### config.mk
export PLATFORM = sky130hd
export DESIGN_NAME = epzo_pulse_out
export DESIGN_NICKNAME = d
export VERILOG_FILES = /design/src/design/epzo_pkg.sv /design/src/design/epzo_pulse_out.sv
export SDC_FILE = /design/constraint.sdc
export NUM_CORES = 2
export LEC_CHECK = 0
export BUFFER_PORTS_ARGS = -buffer_cell sky130_fd_sc_hd__buf_4
export CAP_MARGIN = 15
export CORE_MARGIN = 5
export CORE_UTILIZATION = 35
export CTS_CLUSTER_DIAMETER = 100
export DETAILED_ROUTE_END_ITERATION = 8
export SYNTH_ARGS = -nofsm -noshare
export SYNTH_HDL_FRONTEND = slang
export SYNTH_SLANG_ARGS = --single-unit
### constraint.sdc
create_clock -name core_clk -period 11.2 [get_ports core_clk]
set_clock_uncertainty 0.05 [all_clocks]
set_input_delay 1.68 -clock core_clk [delete_from_list [all_inputs] [get_ports core_clk]]
set_output_delay 1.68 -clock core_clk [all_outputs]
set_load 0.01 [all_outputs]
### src/design/epzo_pkg.sv
// Constants, register map and state type of the encoder pulse output block.
// Assumes a single 125 MHz clock and an AXI4-Lite master on the register side.
package epzo_pkg;

    // ------------------------------------------------------------------
    // Timing
    // ------------------------------------------------------------------
    localparam int unsigned  CLK_PERIOD_NS = 8;
    localparam int unsigned  NS_PER_US     = 1000;
    localparam longint unsigned NS_PER_S   = 64'd1000000000;
    localparam longint unsigned SEC_PER_MIN = 64'd60;
    localparam logic [15:0]  CYC_PER_US    = 16'(NS_PER_US / CLK_PERIOD_NS);
    localparam logic [39:0]  RP_THRESH     = 40'((NS_PER_S / CLK_PERIOD_NS) * SEC_PER_MIN);
    localparam logic [1:0]   REGEN_STABLE  = 2'h2;

    // ------------------------------------------------------------------
    // Setting ranges and reset values
    // ------------------------------------------------------------------
    localparam logic [8:0]   Z_MIN_MAX_US  = 9'h190;
    localparam logic [28:0]  Z_INTV_MAX    = 29'h1000_0000;
    localparam logic [11:0]  SPEED_MIN     = 12'h3e8;
    localparam logic [11:0]  SPEED_MAX     = 12'hbb8;
    localparam logic [11:0]  SPEED_RST     = 12'h3e8;
    localparam logic [17:0]  PPR_RST       = 18'h00800;

    // ------------------------------------------------------------------
    // Register map (byte offsets) and fields
    // ------------------------------------------------------------------
    localparam logic [4:0]   REG_CTRL      = 5'h00;
    localparam logic [4:0]   REG_Z_TRIM    = 5'h04;
    localparam logic [4:0]   REG_Z_MIN     = 5'h08;
    localparam logic [4:0]   REG_Z_INTV    = 5'h0c;
    localparam logic [4:0]   REG_RP_SPEED  = 5'h10;
    localparam logic [4:0]   REG_RP_PPR    = 5'h14;
    localparam logic [4:0]   REG_STATUS    = 5'h18;
    localparam logic [4:0]   REG_RP_LEFT   = 5'h1c;
    localparam int unsigned  CTRL_REGEN    = 2;
    localparam int unsigned  CTRL_ABSEN    = 3;
    localparam int unsigned  ST_BUSY       = 0;
    localparam int unsigned  ST_ZERO_SEEN  = 1;
    localparam int unsigned  ST_Z_OUT      = 2;
    localparam int unsigned  ST_RP_DONE    = 3;
    localparam logic         ABS_EN_RST    = 1'b1;
    localparam logic [1:0]   SRC_MOTOR     = 2'h0;
    localparam logic [1:0]   SRC_SCALE_AB  = 2'h1;
    localparam logic [1:0]   SRC_SCALE_SER = 2'h2;
    localparam logic [1:0]   RESP_OKAY     = 2'h0;
    localparam logic [1:0]   RESP_DECERR   = 2'h3;

    typedef enum logic [1:0] {RP_IDLE, RP_RUN} epzo_rp_t;

    typedef struct packed {
        logic [1:0]  outSrc;
        logic        regenSel;
        logic        absEn;
        logic [14:0] zTrim;
        logic [8:0]  zMinUs;
        logic [28:0] zIntv;
        logic [11:0] rpSpeed;
        logic [17:0] ppr;
        logic        awHeld;
        logic [31:0] awAddr;
        logic        wHeld;
        logic [31:0] wData;
        logic [3:0]  wStrb;
        logic        bValid;
        logic [1:0]  bResp;
        logic        rValid;
        logic [31:0] rData;
        logic [1:0]  rResp;
        logic [1:0]  inPh;
        logic [1:0]  candPh;
        logic [1:0]  stabCnt;
        logic [1:0]  outPh;
        logic        outA;
        logic        outB;
        logic        outZ;
        logic [14:0] trimCnt;
        logic        motorZPrev;
        logic [15:0] zMinCnt;
        logic        zSrcPrev;
        logic        zeroSeen;
        logic        posZeroPrev;
        logic [28:0] zRel;
        logic        sensorPrev;
        epzo_rp_t    rp;
        logic [39:0] acc;
        logic [33:0] rpLeft;
        logic        rpDir;
        logic        rpDone;
    } epzo_state_t;

endpackage : epzo_pkg

### src/design/epzo_pulse_out.sv
// Divided encoder pulse output: A/B regeneration, phase-Z shaping and
// initial absolute position replay, with an AXI4-Lite register slave.
// Assumes all pins synchronous to core_clk and a single clock domain.
//
// Overview of operation
// - Motor phase Z is stretched by a trim count of 0 to 32767 output pulses.
// - Scale phase Z is held at least a set time of 0 to 400 us.
// - In serial scale mode with interval 0, Z is emitted only at scale position 0.
// - A nonzero interval up to 2^28 repeats Z after the zero-position Z.
// - The interval counts scale phase-A pulses, not quadrature edges.
// - Periodic Z stays off until the scale position has first reached zero.
// - Select 0 passes scale A/B through, select 1 regenerates them in scale A/B mode only; serial scale mode passes them through.
// - Scale phase Z is never regenerated, whatever the select.
// - With regeneration, Z may lead the delayed A/B; the host tolerates it.
// - Replay pulses come at the rate of a 1000 to 3000 r/min motor, default 1000.
// - The replay speed must let replay end before the host's timeout.
// - With the absolute function on, a sensor-on request starts the replay.
//
// Design decisions made here: the register offsets and the AXI4-Lite register port.
module epzo_pulse_out
    import epzo_pkg::*;
(
    input  wire logic        core_clk,
    input  wire logic        nrst,
    input  wire logic        s_axi_awvalid,
    output logic             s_axi_awready,
    input  wire logic [31:0] s_axi_awaddr,
    input  wire logic [2:0]  s_axi_awprot,
    input  wire logic        s_axi_wvalid,
    output logic             s_axi_wready,
    input  wire logic [31:0] s_axi_wdata,
    input  wire logic [3:0]  s_axi_wstrb,
    output logic             s_axi_bvalid,
    input  wire logic        s_axi_bready,
    output logic [1:0]       s_axi_bresp,
    input  wire logic        s_axi_arvalid,
    output logic             s_axi_arready,
    input  wire logic [31:0] s_axi_araddr,
    input  wire logic [2:0]  s_axi_arprot,
    output logic             s_axi_rvalid,
    input  wire logic        s_axi_rready,
    output logic [31:0]      s_axi_rdata,
    output logic [1:0]       s_axi_rresp,
    input  wire logic        motorA,
    input  wire logic        motorB,
    input  wire logic        motorZ,
    input  wire logic        scaleA,
    input  wire logic        scaleB,
    input  wire logic        scaleZ,
    input  wire logic [31:0] scalePos,
    input  wire logic [31:0] absPosition,
    input  wire logic        sensorOnRequest,
    output logic             pulseOutA,
    output logic             pulseOutB,
    output logic             pulseOutZ,
    output logic             replayBusy
);
    import epzo_pkg::*;

    // ------------------------------------------------------------------
    // Helpers
    // ------------------------------------------------------------------
    function automatic logic regHit(input logic [31:0] a);
        return (a[31:5] == 27'h0000000);
    endfunction : regHit

    function automatic logic [1:0] phaseOf(input logic a, input logic b);
        return {b, a ^ b};
    endfunction : phaseOf

    function automatic logic [31:0] regVal(input epzo_state_t s, input logic [31:0] a);
        logic [31:0] v;
        v = 32'h0000_0000;
        case (a[4:0])
            REG_CTRL:
            begin
                v[1:0]       = s.outSrc;
                v[CTRL_REGEN] = s.regenSel;
                v[CTRL_ABSEN] = s.absEn;
            end
            REG_Z_TRIM:   v[14:0] = s.zTrim;
            REG_Z_MIN:    v[8:0]  = s.zMinUs;
            REG_Z_INTV:   v[28:0] = s.zIntv;
            REG_RP_SPEED: v[11:0] = s.rpSpeed;
            REG_RP_PPR:   v[17:0] = s.ppr;
            REG_STATUS:
            begin
                v[ST_BUSY]      = (s.rp == RP_RUN);
                v[ST_ZERO_SEEN] = s.zeroSeen;
                v[ST_Z_OUT]     = s.outZ;
                v[ST_RP_DONE]   = s.rpDone;
            end
            REG_RP_LEFT:  v = s.rpLeft[33:2];
            default:      v = 32'h0000_0000;
        endcase
        return v;
    endfunction : regVal

    function automatic logic [31:0] wrMerge(input logic [31:0] o, input logic [31:0] d,
                                            input logic [3:0] strb);
        logic [31:0] r;
        r = o;
        for (int i = 0; i < 4; i++)
        begin
            if (strb[i])
                r[i*8 +: 8] = d[i*8 +: 8];
        end
        return r;
    endfunction : wrMerge

    epzo_state_t st_r;
    epzo_state_t st_nxt;
    logic        regenOn;
    logic        replayOn;
    logic        zSrc;
    logic        zEvt;
    logic        posZero;
    logic        stepFwd;
    logic        stepRev;
    logic        pulseWrap;
    logic        pulseFwd;
    logic        pulseRev;
    logic [1:0]  curPh;
    logic [1:0]  dPh;
    logic [28:0] zRelN;
    logic [31:0] wrVal;
    logic [31:0] absMag;
    logic [39:0] accSum;
    logic [39:0] rpInc;

    // ------------------------------------------------------------------
    // Next-state logic
    // ------------------------------------------------------------------
    always_comb
    begin
        st_nxt   = st_r;
        replayOn = (st_r.rp == RP_RUN);
        regenOn  = st_r.regenSel && (st_r.outSrc == SRC_SCALE_AB);
        posZero  = (scalePos == 32'h0000_0000);
        curPh    = (st_r.outSrc == SRC_MOTOR) ? phaseOf(motorA, motorB)
                                              : phaseOf(scaleA, scaleB);
        dPh      = curPh - st_r.inPh;
        stepFwd  = (dPh == 2'h1);
        stepRev  = (dPh == 2'h3);
        pulseFwd = stepFwd && (curPh == 2'h0);
        pulseRev = stepRev && (curPh == 2'h3);
        pulseWrap = pulseFwd || pulseRev;
        st_nxt.inPh = curPh;

        // Register write
        wrVal = wrMerge(regVal(st_r, st_r.awAddr), st_r.wData, st_r.wStrb);
        if (st_r.awHeld && st_r.wHeld && !st_r.bValid)
        begin
            st_nxt.awHeld = 1'b0;
            st_nxt.wHeld  = 1'b0;
            st_nxt.bValid = 1'b1;
            st_nxt.bResp  = regHit(st_r.awAddr) ? RESP_OKAY : RESP_DECERR;
            if (regHit(st_r.awAddr))
            begin
                case (st_r.awAddr[4:0])
                    REG_CTRL:
                    begin
                        st_nxt.outSrc   = wrVal[1:0];
                        st_nxt.regenSel = wrVal[CTRL_REGEN];
                        st_nxt.absEn    = wrVal[CTRL_ABSEN];
                    end
                    REG_Z_TRIM:   st_nxt.zTrim = wrVal[14:0];
                    REG_Z_MIN:    st_nxt.zMinUs = (wrVal > 32'(Z_MIN_MAX_US)) ?
                                      Z_MIN_MAX_US : wrVal[8:0];
                    REG_Z_INTV:   st_nxt.zIntv = (wrVal > 32'(Z_INTV_MAX)) ?
                                      Z_INTV_MAX : wrVal[28:0];
                    REG_RP_SPEED: st_nxt.rpSpeed = (wrVal < 32'(SPEED_MIN)) ? SPEED_MIN :
                                      (wrVal > 32'(SPEED_MAX)) ? SPEED_MAX :
                                      wrVal[11:0];
                    REG_RP_PPR:   st_nxt.ppr = wrVal[17:0];
                    default:      st_nxt.bResp = RESP_OKAY;
                endcase
            end
        end
        if (s_axi_awvalid && s_axi_awready)
        begin
            st_nxt.awHeld = 1'b1;
            st_nxt.awAddr = s_axi_awaddr;
        end
        if (s_axi_wvalid && s_axi_wready)
        begin
            st_nxt.wHeld = 1'b1;
            st_nxt.wData = s_axi_wdata;
            st_nxt.wStrb = s_axi_wstrb;
        end
        if (st_r.bValid && s_axi_bready)
            st_nxt.bValid = 1'b0;

        // Register read
        if (st_r.rValid && s_axi_rready)
            st_nxt.rValid = 1'b0;
        if (s_axi_arvalid && s_axi_arready)
        begin
            st_nxt.rValid = 1'b1;
            st_nxt.rData  = regVal(st_r, s_axi_araddr);
            st_nxt.rResp  = regHit(s_axi_araddr) ? RESP_OKAY : RESP_DECERR;
        end

        // Duty regeneration: step the output phase toward a stable input phase
        if (curPh != st_r.candPh)
        begin
            st_nxt.candPh  = curPh;
            st_nxt.stabCnt = 2'h0;
        end
        else if (st_r.stabCnt != REGEN_STABLE)
            st_nxt.stabCnt = st_r.stabCnt + 2'h1;
        if (!replayOn && st_r.stabCnt == REGEN_STABLE && st_r.outPh != st_r.candPh)
            st_nxt.outPh = (st_r.candPh - st_r.outPh == 2'h3) ? st_r.outPh - 2'h1
                                                               : st_r.outPh + 2'h1;

        // Serial scale zero and periodic phase Z
        st_nxt.posZeroPrev = posZero;
        zRelN = st_r.zRel;
        if (posZero)
            zRelN = 29'h0000000;
        else if (pulseFwd)
            zRelN = (st_r.zRel + 29'h1 >= st_r.zIntv) ? 29'h0 : st_r.zRel + 29'h1;
        else if (pulseRev)
            zRelN = (st_r.zRel == 29'h0) ? st_r.zIntv - 29'h1 : st_r.zRel - 29'h1;
        st_nxt.zRel = zRelN;
        if (posZero)
            st_nxt.zeroSeen = 1'b1;
        zEvt = (st_r.outSrc == SRC_SCALE_SER) &&
               ((posZero && !st_r.posZeroPrev) ||
                (st_r.zIntv != 29'h0 && st_r.zeroSeen && !posZero &&
                 pulseWrap && zRelN == 29'h0));

        // Minimum scale Z width, counted in clock cycles
        zSrc = (st_r.outSrc == SRC_SCALE_AB) ? scaleZ : zEvt;
        st_nxt.zSrcPrev = zSrc;
        if (zSrc && !st_r.zSrcPrev)
            st_nxt.zMinCnt = 16'(16'(st_r.zMinUs) * CYC_PER_US);
        else if (st_r.zMinCnt != 16'h0000)
            st_nxt.zMinCnt = st_r.zMinCnt - 16'h0001;

        // Motor Z width trim in output pulses
        st_nxt.motorZPrev = motorZ;
        if (st_r.motorZPrev && !motorZ)
            st_nxt.trimCnt = st_r.zTrim;
        else if (pulseWrap && st_r.trimCnt != 15'h0000)
            st_nxt.trimCnt = st_r.trimCnt - 15'h0001;

        // Initial absolute position replay
        st_nxt.sensorPrev = sensorOnRequest;
        absMag = absPosition[31] ? 32'(-absPosition) : absPosition;
        rpInc  = 40'({32'(st_r.rpSpeed * st_r.ppr), 2'b00});
        accSum = st_r.acc + rpInc;
        case (st_r.rp)
            RP_IDLE:
            begin
                if (st_r.absEn && sensorOnRequest && !st_r.sensorPrev)
                begin
                    st_nxt.rp     = RP_RUN;
                    st_nxt.rpLeft = {absMag, 2'b00};
                    st_nxt.rpDir  = !absPosition[31];
                    st_nxt.acc    = 40'h00_0000_0000;
                    st_nxt.rpDone = 1'b0;
                end
            end
            RP_RUN:
            begin
                if (st_r.rpLeft == 34'h0)
                begin
                    st_nxt.rp     = RP_IDLE;
                    st_nxt.rpDone = 1'b1;
                end
                else if (accSum >= RP_THRESH)
                begin
                    st_nxt.acc    = accSum - RP_THRESH;
                    st_nxt.rpLeft = st_r.rpLeft - 34'h1;
                    st_nxt.outPh  = st_r.rpDir ? st_r.outPh + 2'h1 : st_r.outPh - 2'h1;
                end
                else
                    st_nxt.acc = accSum;
            end
            default: st_nxt.rp = RP_IDLE;
        endcase

        // Output selection
        if (replayOn || regenOn)
        begin
            st_nxt.outA = st_nxt.outPh[1] ^ st_nxt.outPh[0];
            st_nxt.outB = st_nxt.outPh[1];
        end
        else
        begin
            st_nxt.outA = (st_r.outSrc == SRC_MOTOR) ? motorA : scaleA;
            st_nxt.outB = (st_r.outSrc == SRC_MOTOR) ? motorB : scaleB;
            st_nxt.outPh = curPh;
        end
        if (replayOn)
            st_nxt.outZ = 1'b0;
        else if (st_r.outSrc == SRC_MOTOR)
            st_nxt.outZ = motorZ || (st_nxt.trimCnt != 15'h0000);
        else
            st_nxt.outZ = zSrc || (st_nxt.zMinCnt != 16'h0000);
    end

    // ------------------------------------------------------------------
    // State register
    // ------------------------------------------------------------------
    always_ff @(posedge core_clk or negedge nrst)
    begin
        if (!nrst)
        begin
            st_r         <= '0;
            st_r.absEn   <= ABS_EN_RST;
            st_r.rpSpeed <= SPEED_RST;
            st_r.ppr     <= PPR_RST;
            st_r.rp      <= RP_IDLE;
        end
        else
            st_r <= st_nxt;
    end

    assign s_axi_awready = !st_r.awHeld && !st_r.bValid;
    assign s_axi_wready  = !st_r.wHeld && !st_r.bValid;
    assign s_axi_bvalid  = st_r.bValid;
    assign s_axi_bresp   = st_r.bResp;
    assign s_axi_arready = !st_r.rValid;
    assign s_axi_rvalid  = st_r.rValid;
    assign s_axi_rdata   = st_r.rData;
    assign s_axi_rresp   = st_r.rResp;
    assign pulseOutA     = st_r.outA;
    assign pulseOutB     = st_r.outB;
    assign pulseOutZ     = st_r.outZ;
    assign replayBusy    = (st_r.rp == RP_RUN);
endmodule : epzo_pulse_out

# Word level (Yosys, flattened, before mapping)
# Index checks and enable logic that the tools add are counted.
# word_totals
regBits	349
inputBits	184
out_inout_bits	45
word_cells	236
# op_classes
addsub	14
multipliers	2
magnitude_cmp	6
eq_ne	29
mux	69
n_bitwise	3
reduce_logical	75
# ops
operator	count
2-to-1 mux 29 bit	6
case mux 74 bit (2 select lines)	1
2-to-1 mux 78 bit	1
2-to-1 mux 74 bit	1
case mux 4 bit (8 select lines)	2
case mux 5 bit (6 select lines)	2
zero test 29 bit	2
subtractor 29 x 1 -> 29 bit (second input constant)	2
zero test 27 bit	2
case mux 11 bit (2 select lines)	2
adder 40 x 32 -> 40 bit	1
== test 5 bit (second input constant)	8
>= comparator 40 x 33 -> 1 bit (second input constant)	1
2-to-1 mux 40 bit	1
subtractor 40 x 33 -> 40 bit (second input constant)	1
2-to-1 mux 37 bit	1
2-to-1 mux 35 bit	1
zero test 34 bit	1
2-to-1 mux 34 bit	1
subtractor 34 x 1 -> 34 bit (second input constant)	1
2-to-1 mux 33 bit	1
greater-than comparator 32 x 12 -> 1 bit (second input constant)	1
greater-than comparator 32 x 29 -> 1 bit (second input constant)	1
greater-than comparator 32 x 9 -> 1 bit (second input constant)	1
other kinds (47)	156

# Logic depth before layout (Yosys ltp)
# depth
word_depth	19
depth_mapped	43
ltp_nobuf	40

# Least setup slack after synthesis
# Ideal clock, no wire load.
# synth_timing
path_type	register -> register
start	register st_r[283] in the netlist's numbering
end	register st_r[22] in the netlist's numbering
arrival_time_ns	8.957
path_slack_ns	2.067
path_stages_with_launch	36
n_path_buf	4
synth_period_minus_slack_ns	9.133
cell_sequence	dfstp_2 -> clkbuf_1 -> clkbuf_1 -> nand2_1 -> fa_1 -> fa_1 -> fa_1 -> inv_1 -> fa_1 -> inv_1 -> fa_1 -> inv_1 -> ha_1 -> or2_2 -> nand2_1 -> o211a_1 -> a21oi_1 -> a41oi_1 -> a21oi_1 -> a211o_1 -> a21o_1 -> a21oi_1 -> xnor2_1 -> ha_1 -> nand4_1 -> o31a_1 -> a211oi_1 -> xnor2_1 -> a21boi_0 -> nand4_1 -> a2111o_1 -> clkbuf_1 -> a21oi_2 -> buf_2 -> o21ai_0 -> a221o_1
# synth_between
elab_chain_len	5
# synth_lines
element	line	rtl
from (decl)	epzo_pulse_out.sv:111	epzo_state_t st_r;
from (signal assigned)	epzo_pulse_out.sv:318	st_r <= st_nxt;
multiplier 12 x 18 -> 30 bit	epzo_pulse_out.sv:251	rpInc = 40'({32'(st_r.rpSpeed * st_r.ppr), 2'b00});
adder 40 x 32 -> 40 bit	epzo_pulse_out.sv:252	accSum = st_r.acc + rpInc;
>= comparator 40 x 33 -> 1 bit	epzo_pulse_out.sv:272	else if (accSum >= RP_THRESH)
inequality test 2 x 1 -> 1 bit (no source line)	-	
AND reduction 4 bit (no source line)	-	
# Every way passes these cells.
# A chain may end at the register's enable or synchronous reset.

# Worst setup path in the final report
# layout_timing
start	register st_r[284] in the netlist's numbering
end	register st_r[7] in the netlist's numbering
# The elaborated chain is that of the path after synthesis.

==> out/metrics.cfg <==
[timing]
clock.fmax_mhz = 96.3
tightest_slew_ns = 1.07
setup_viol = 0
fin_hold_ws_ns = 0.429
min_period_ns = 10.39
rsz0062_at_grt = no
finalWorstSetupSlack_ns = 0.811
relSlewSlack_pct = 28.1
tns_ns = 0
hold_violations = 0
fin_crit_sh_pct = 92.8
maxSlewViolCount = 0

[global_route]
grt_max_degree = 120
grt_pass1_vias = 27200
antenna_found_initial = 4
track_usage_pct = 20.4
grt_overflow = 0
grt_pass1_wl_mm = 159

[clocking]
cts_setup_buffers = 0
clock_path_buffers = 3
clk_pin_slew_worst_paths_ns = 0.06
clk_latency_ns = 0.59
cts_made_buffers = 43
cts_hold_buf = 0
ctsResizeCount = 0
clock_sinks = 343
cts_tree = yes
root_buffer = clkbuf_16
h-tree-depth = 2

[cells_and_area]
syn2layout_area_growth_pct = 12.2
fin_nets = 4275
post-route-util_pct = 39.5
fin_cells = 4934
final_layout_size_suffix_gt1_share_pct = 12.9
final_common_cell = nand2_1
design_area_um2 = 35600
mostFrequentLayoutCells = 415 x nand2_1, 334 x dfrtp_1, 328 x inv_1

[synthesis]
synth_edf_count = 0
synth_top_area_share_pct = 26.4
synth_largest_area_cell = dfrtp_1
synth_compound_area_share_pct = 16.1
ys_warn_count = 0
synth_mux_area_share_pct = 6.35
synth_ff_type = dfrtp_1
syn_area_um2 = 31700
ys_ff_latch = 343
synthTopCellsByArea = dfrtp_1 26%, fa_1 12%, ha_1 7.1%
syn_area_per_cell_um2 = 8.69
synth_top_family_by_area = adder cells
syn_nets = 4200
synthSimpleGateAreaFrac_pct = 18.3
synth_cell_types = 93
synth-adder-area-share_pct = 18.9
ys_seq_area_share_pct = 27.1
synth-xor-area-share_pct = 6.08
async_flop_share_pct = 100
synthCells = 3650

[critical_path]
cp.required_ns = 11.61
end_kind = flip-flop
cpMostUsedCell = a21oi_1
critPathLaunchType = flip-flop
critical_path_class = flip-flop to flip-flop
critPathMaxFanout = 25
crit_path_top_delay_cell = dfrtp_1
cpPeakStageDelay_ns = 0.85
ff2ff_path_depth = 32
worstPathArrival_ns = 10.80

[drt]
drtIter0Drc = 2333
dr_total_vias = 27800
post_drt_wl_per_cell_um = 20.5
viasPerCell = 5.64
wl_mm = 101
antenna_left = 0
dr.pass1.iters = 5
drc = 0

[power_and_ir_drop]
powerDensity_nw_per_um2 = 137
p_leak_nw = 15.8
p_sw_mw = 1.91
clock_power_share_pct = 28.9
pwr-share-comb_pct = 34.4
cellInternalPower_mw = 2.97
swShare_pct = 39.1
fin_total_pwr_mw = 4.87
seqPwrFrac_pct = 36.7
ir_drop_mv = 0.130

[floorplan]
pin_count = 229
die_area_um2 = 96700
coreArea_um2 = 90000
die_x_um = 311
die_h_um = 311
rows = 110
start_util_pct = 35.2

[placed_design]
placed_cell_area_um2 = 34200
hpwlAfterDp_mm = 76.8
gp_congestion = 0.954
port_buffers = 222
place_inst = 4856
pre_cts_ws_ns = 0.843

[run]
drv_cap = 0

[outcome]
status = finished clean

[hold_path]
hp-class = flip-flop to flip-flop
min_path_cells = 2

-- flip-flops by register name, summed over array words and instances, names as in the netlist --
| register | count |
|---|---|
| st_r | 304 |
| s_axi_rdata | 32 |
| pulseOutA | 1 |
| pulseOutB | 1 |
| pulseOutZ | 1 |
| s_axi_bresp | 1 |
| s_axi_bvalid | 1 |
| s_axi_rresp | 1 |
| s_axi_rvalid | 1 |
-- cell families after synthesis --
| group | count (synthesis) |
|---|---|
| simple gates | 1192 |
| fa+ha+maj | 366 |
| flops | 343 |
| buf+inv | 564 |
| xor+xnor | 220 |
| compound gates | 790 |
| mux | 175 |
-- path summary, 6_finish.rpt --
| kind | slack, ns | from | endpoint |
|---|---|---|---|
| min | 0.43 | s_axi_rdata[5]$_DFFE_PN0P_ | s_axi_rdata[5]$_DFFE_PN0P_ |
| min in group asynchronous | 1.06 | nrst | s_axi_rresp[0]$_DFFE_PN0P_ |
| max | 0.81 | st_r[284]$_DFFE_PN0P_ | st_r[7]$_DFFE_PN0P_ |
| max in group asynchronous | 8.01 | nrst | st_r[51]$_DFFE_PN0P_ |
| max reg2reg | 0.81 | st_r[284]$_DFFE_PN0P_ | st_r[7]$_DFFE_PN0P_ |
| min reg2reg | 0.43 | s_axi_rdata[5]$_DFFE_PN0P_ | s_axi_rdata[5]$_DFFE_PN0P_ |
-- layout make-up --
class / instances / area [µm²]
diodes: 2 / 5.00
clock buffers: 55 / 1180
clock inverters: 21 / 209
fillers: 9237 / 54400
inverters: 330 / 1240
multi-input cells: 2743 / 20900
flip-flops and latches: 343 / 8590
well taps: 1176 / 1470
repair buffers: 264 / 2010
-- worst max-delay path, delay by kind of cell (launching register included) --
family | cells | cell delay (ns)
fa+ha+maj | 7 | 2.95
compound gates | 16 | 4.78
simple gates | 4 | 1.09
flops | 1 | 0.85
buf+inv | 4 | 0.39
xor+xnor | 1 | 0.14
-- metal layers --
layer,GRT usage (%),routed length (µm),share of wire (%)
met1,28.5,44600,44
met2,32.1,45500,45
met3,3.45,7300,7.2
met5,0,23,0.023
met4,6.95,3790,3.7
-- synth_stat cells (13+ instances only) --
cell type	count
nand2_1	416
dfrtp_1	335
inv_1	328
o21ai_0	241
nor2_1	196
fa_1	187
ha_1	179
a21oi_1	176
clkbuf_1	165
xnor2_1	147
nand3_1	108
mux2_2	95
and2_1	86
nor3_1	84
xor2_1	73
nor4_1	65
mux2i_1	64
nand4_1	43
or3_1	42
a22oi_1	39
buf_4	37
nor2b_1	33
nand2b_1	32
a21o_1	29
o22ai_1	26
o31ai_1	26
and3_1	25
a211oi_1	22
a31oi_1	22
buf_1	20
a22o_1	17
a221o_1	16
a2111oi_0	14
or4_1	13
-- power groups by stage --
stage                     registers [mW]  clock network [mW]  logic [mW]
final                               1.79                1.41        1.68
after global routing                1.82                1.49        1.83
after CTS                           1.78                1.44        1.65
after detailed placement            1.80                   0        1.64
after global placement              1.80                   0        1.63
after floorplan                     1.62                   0        1.25
(Power assumes the default switching activity.)
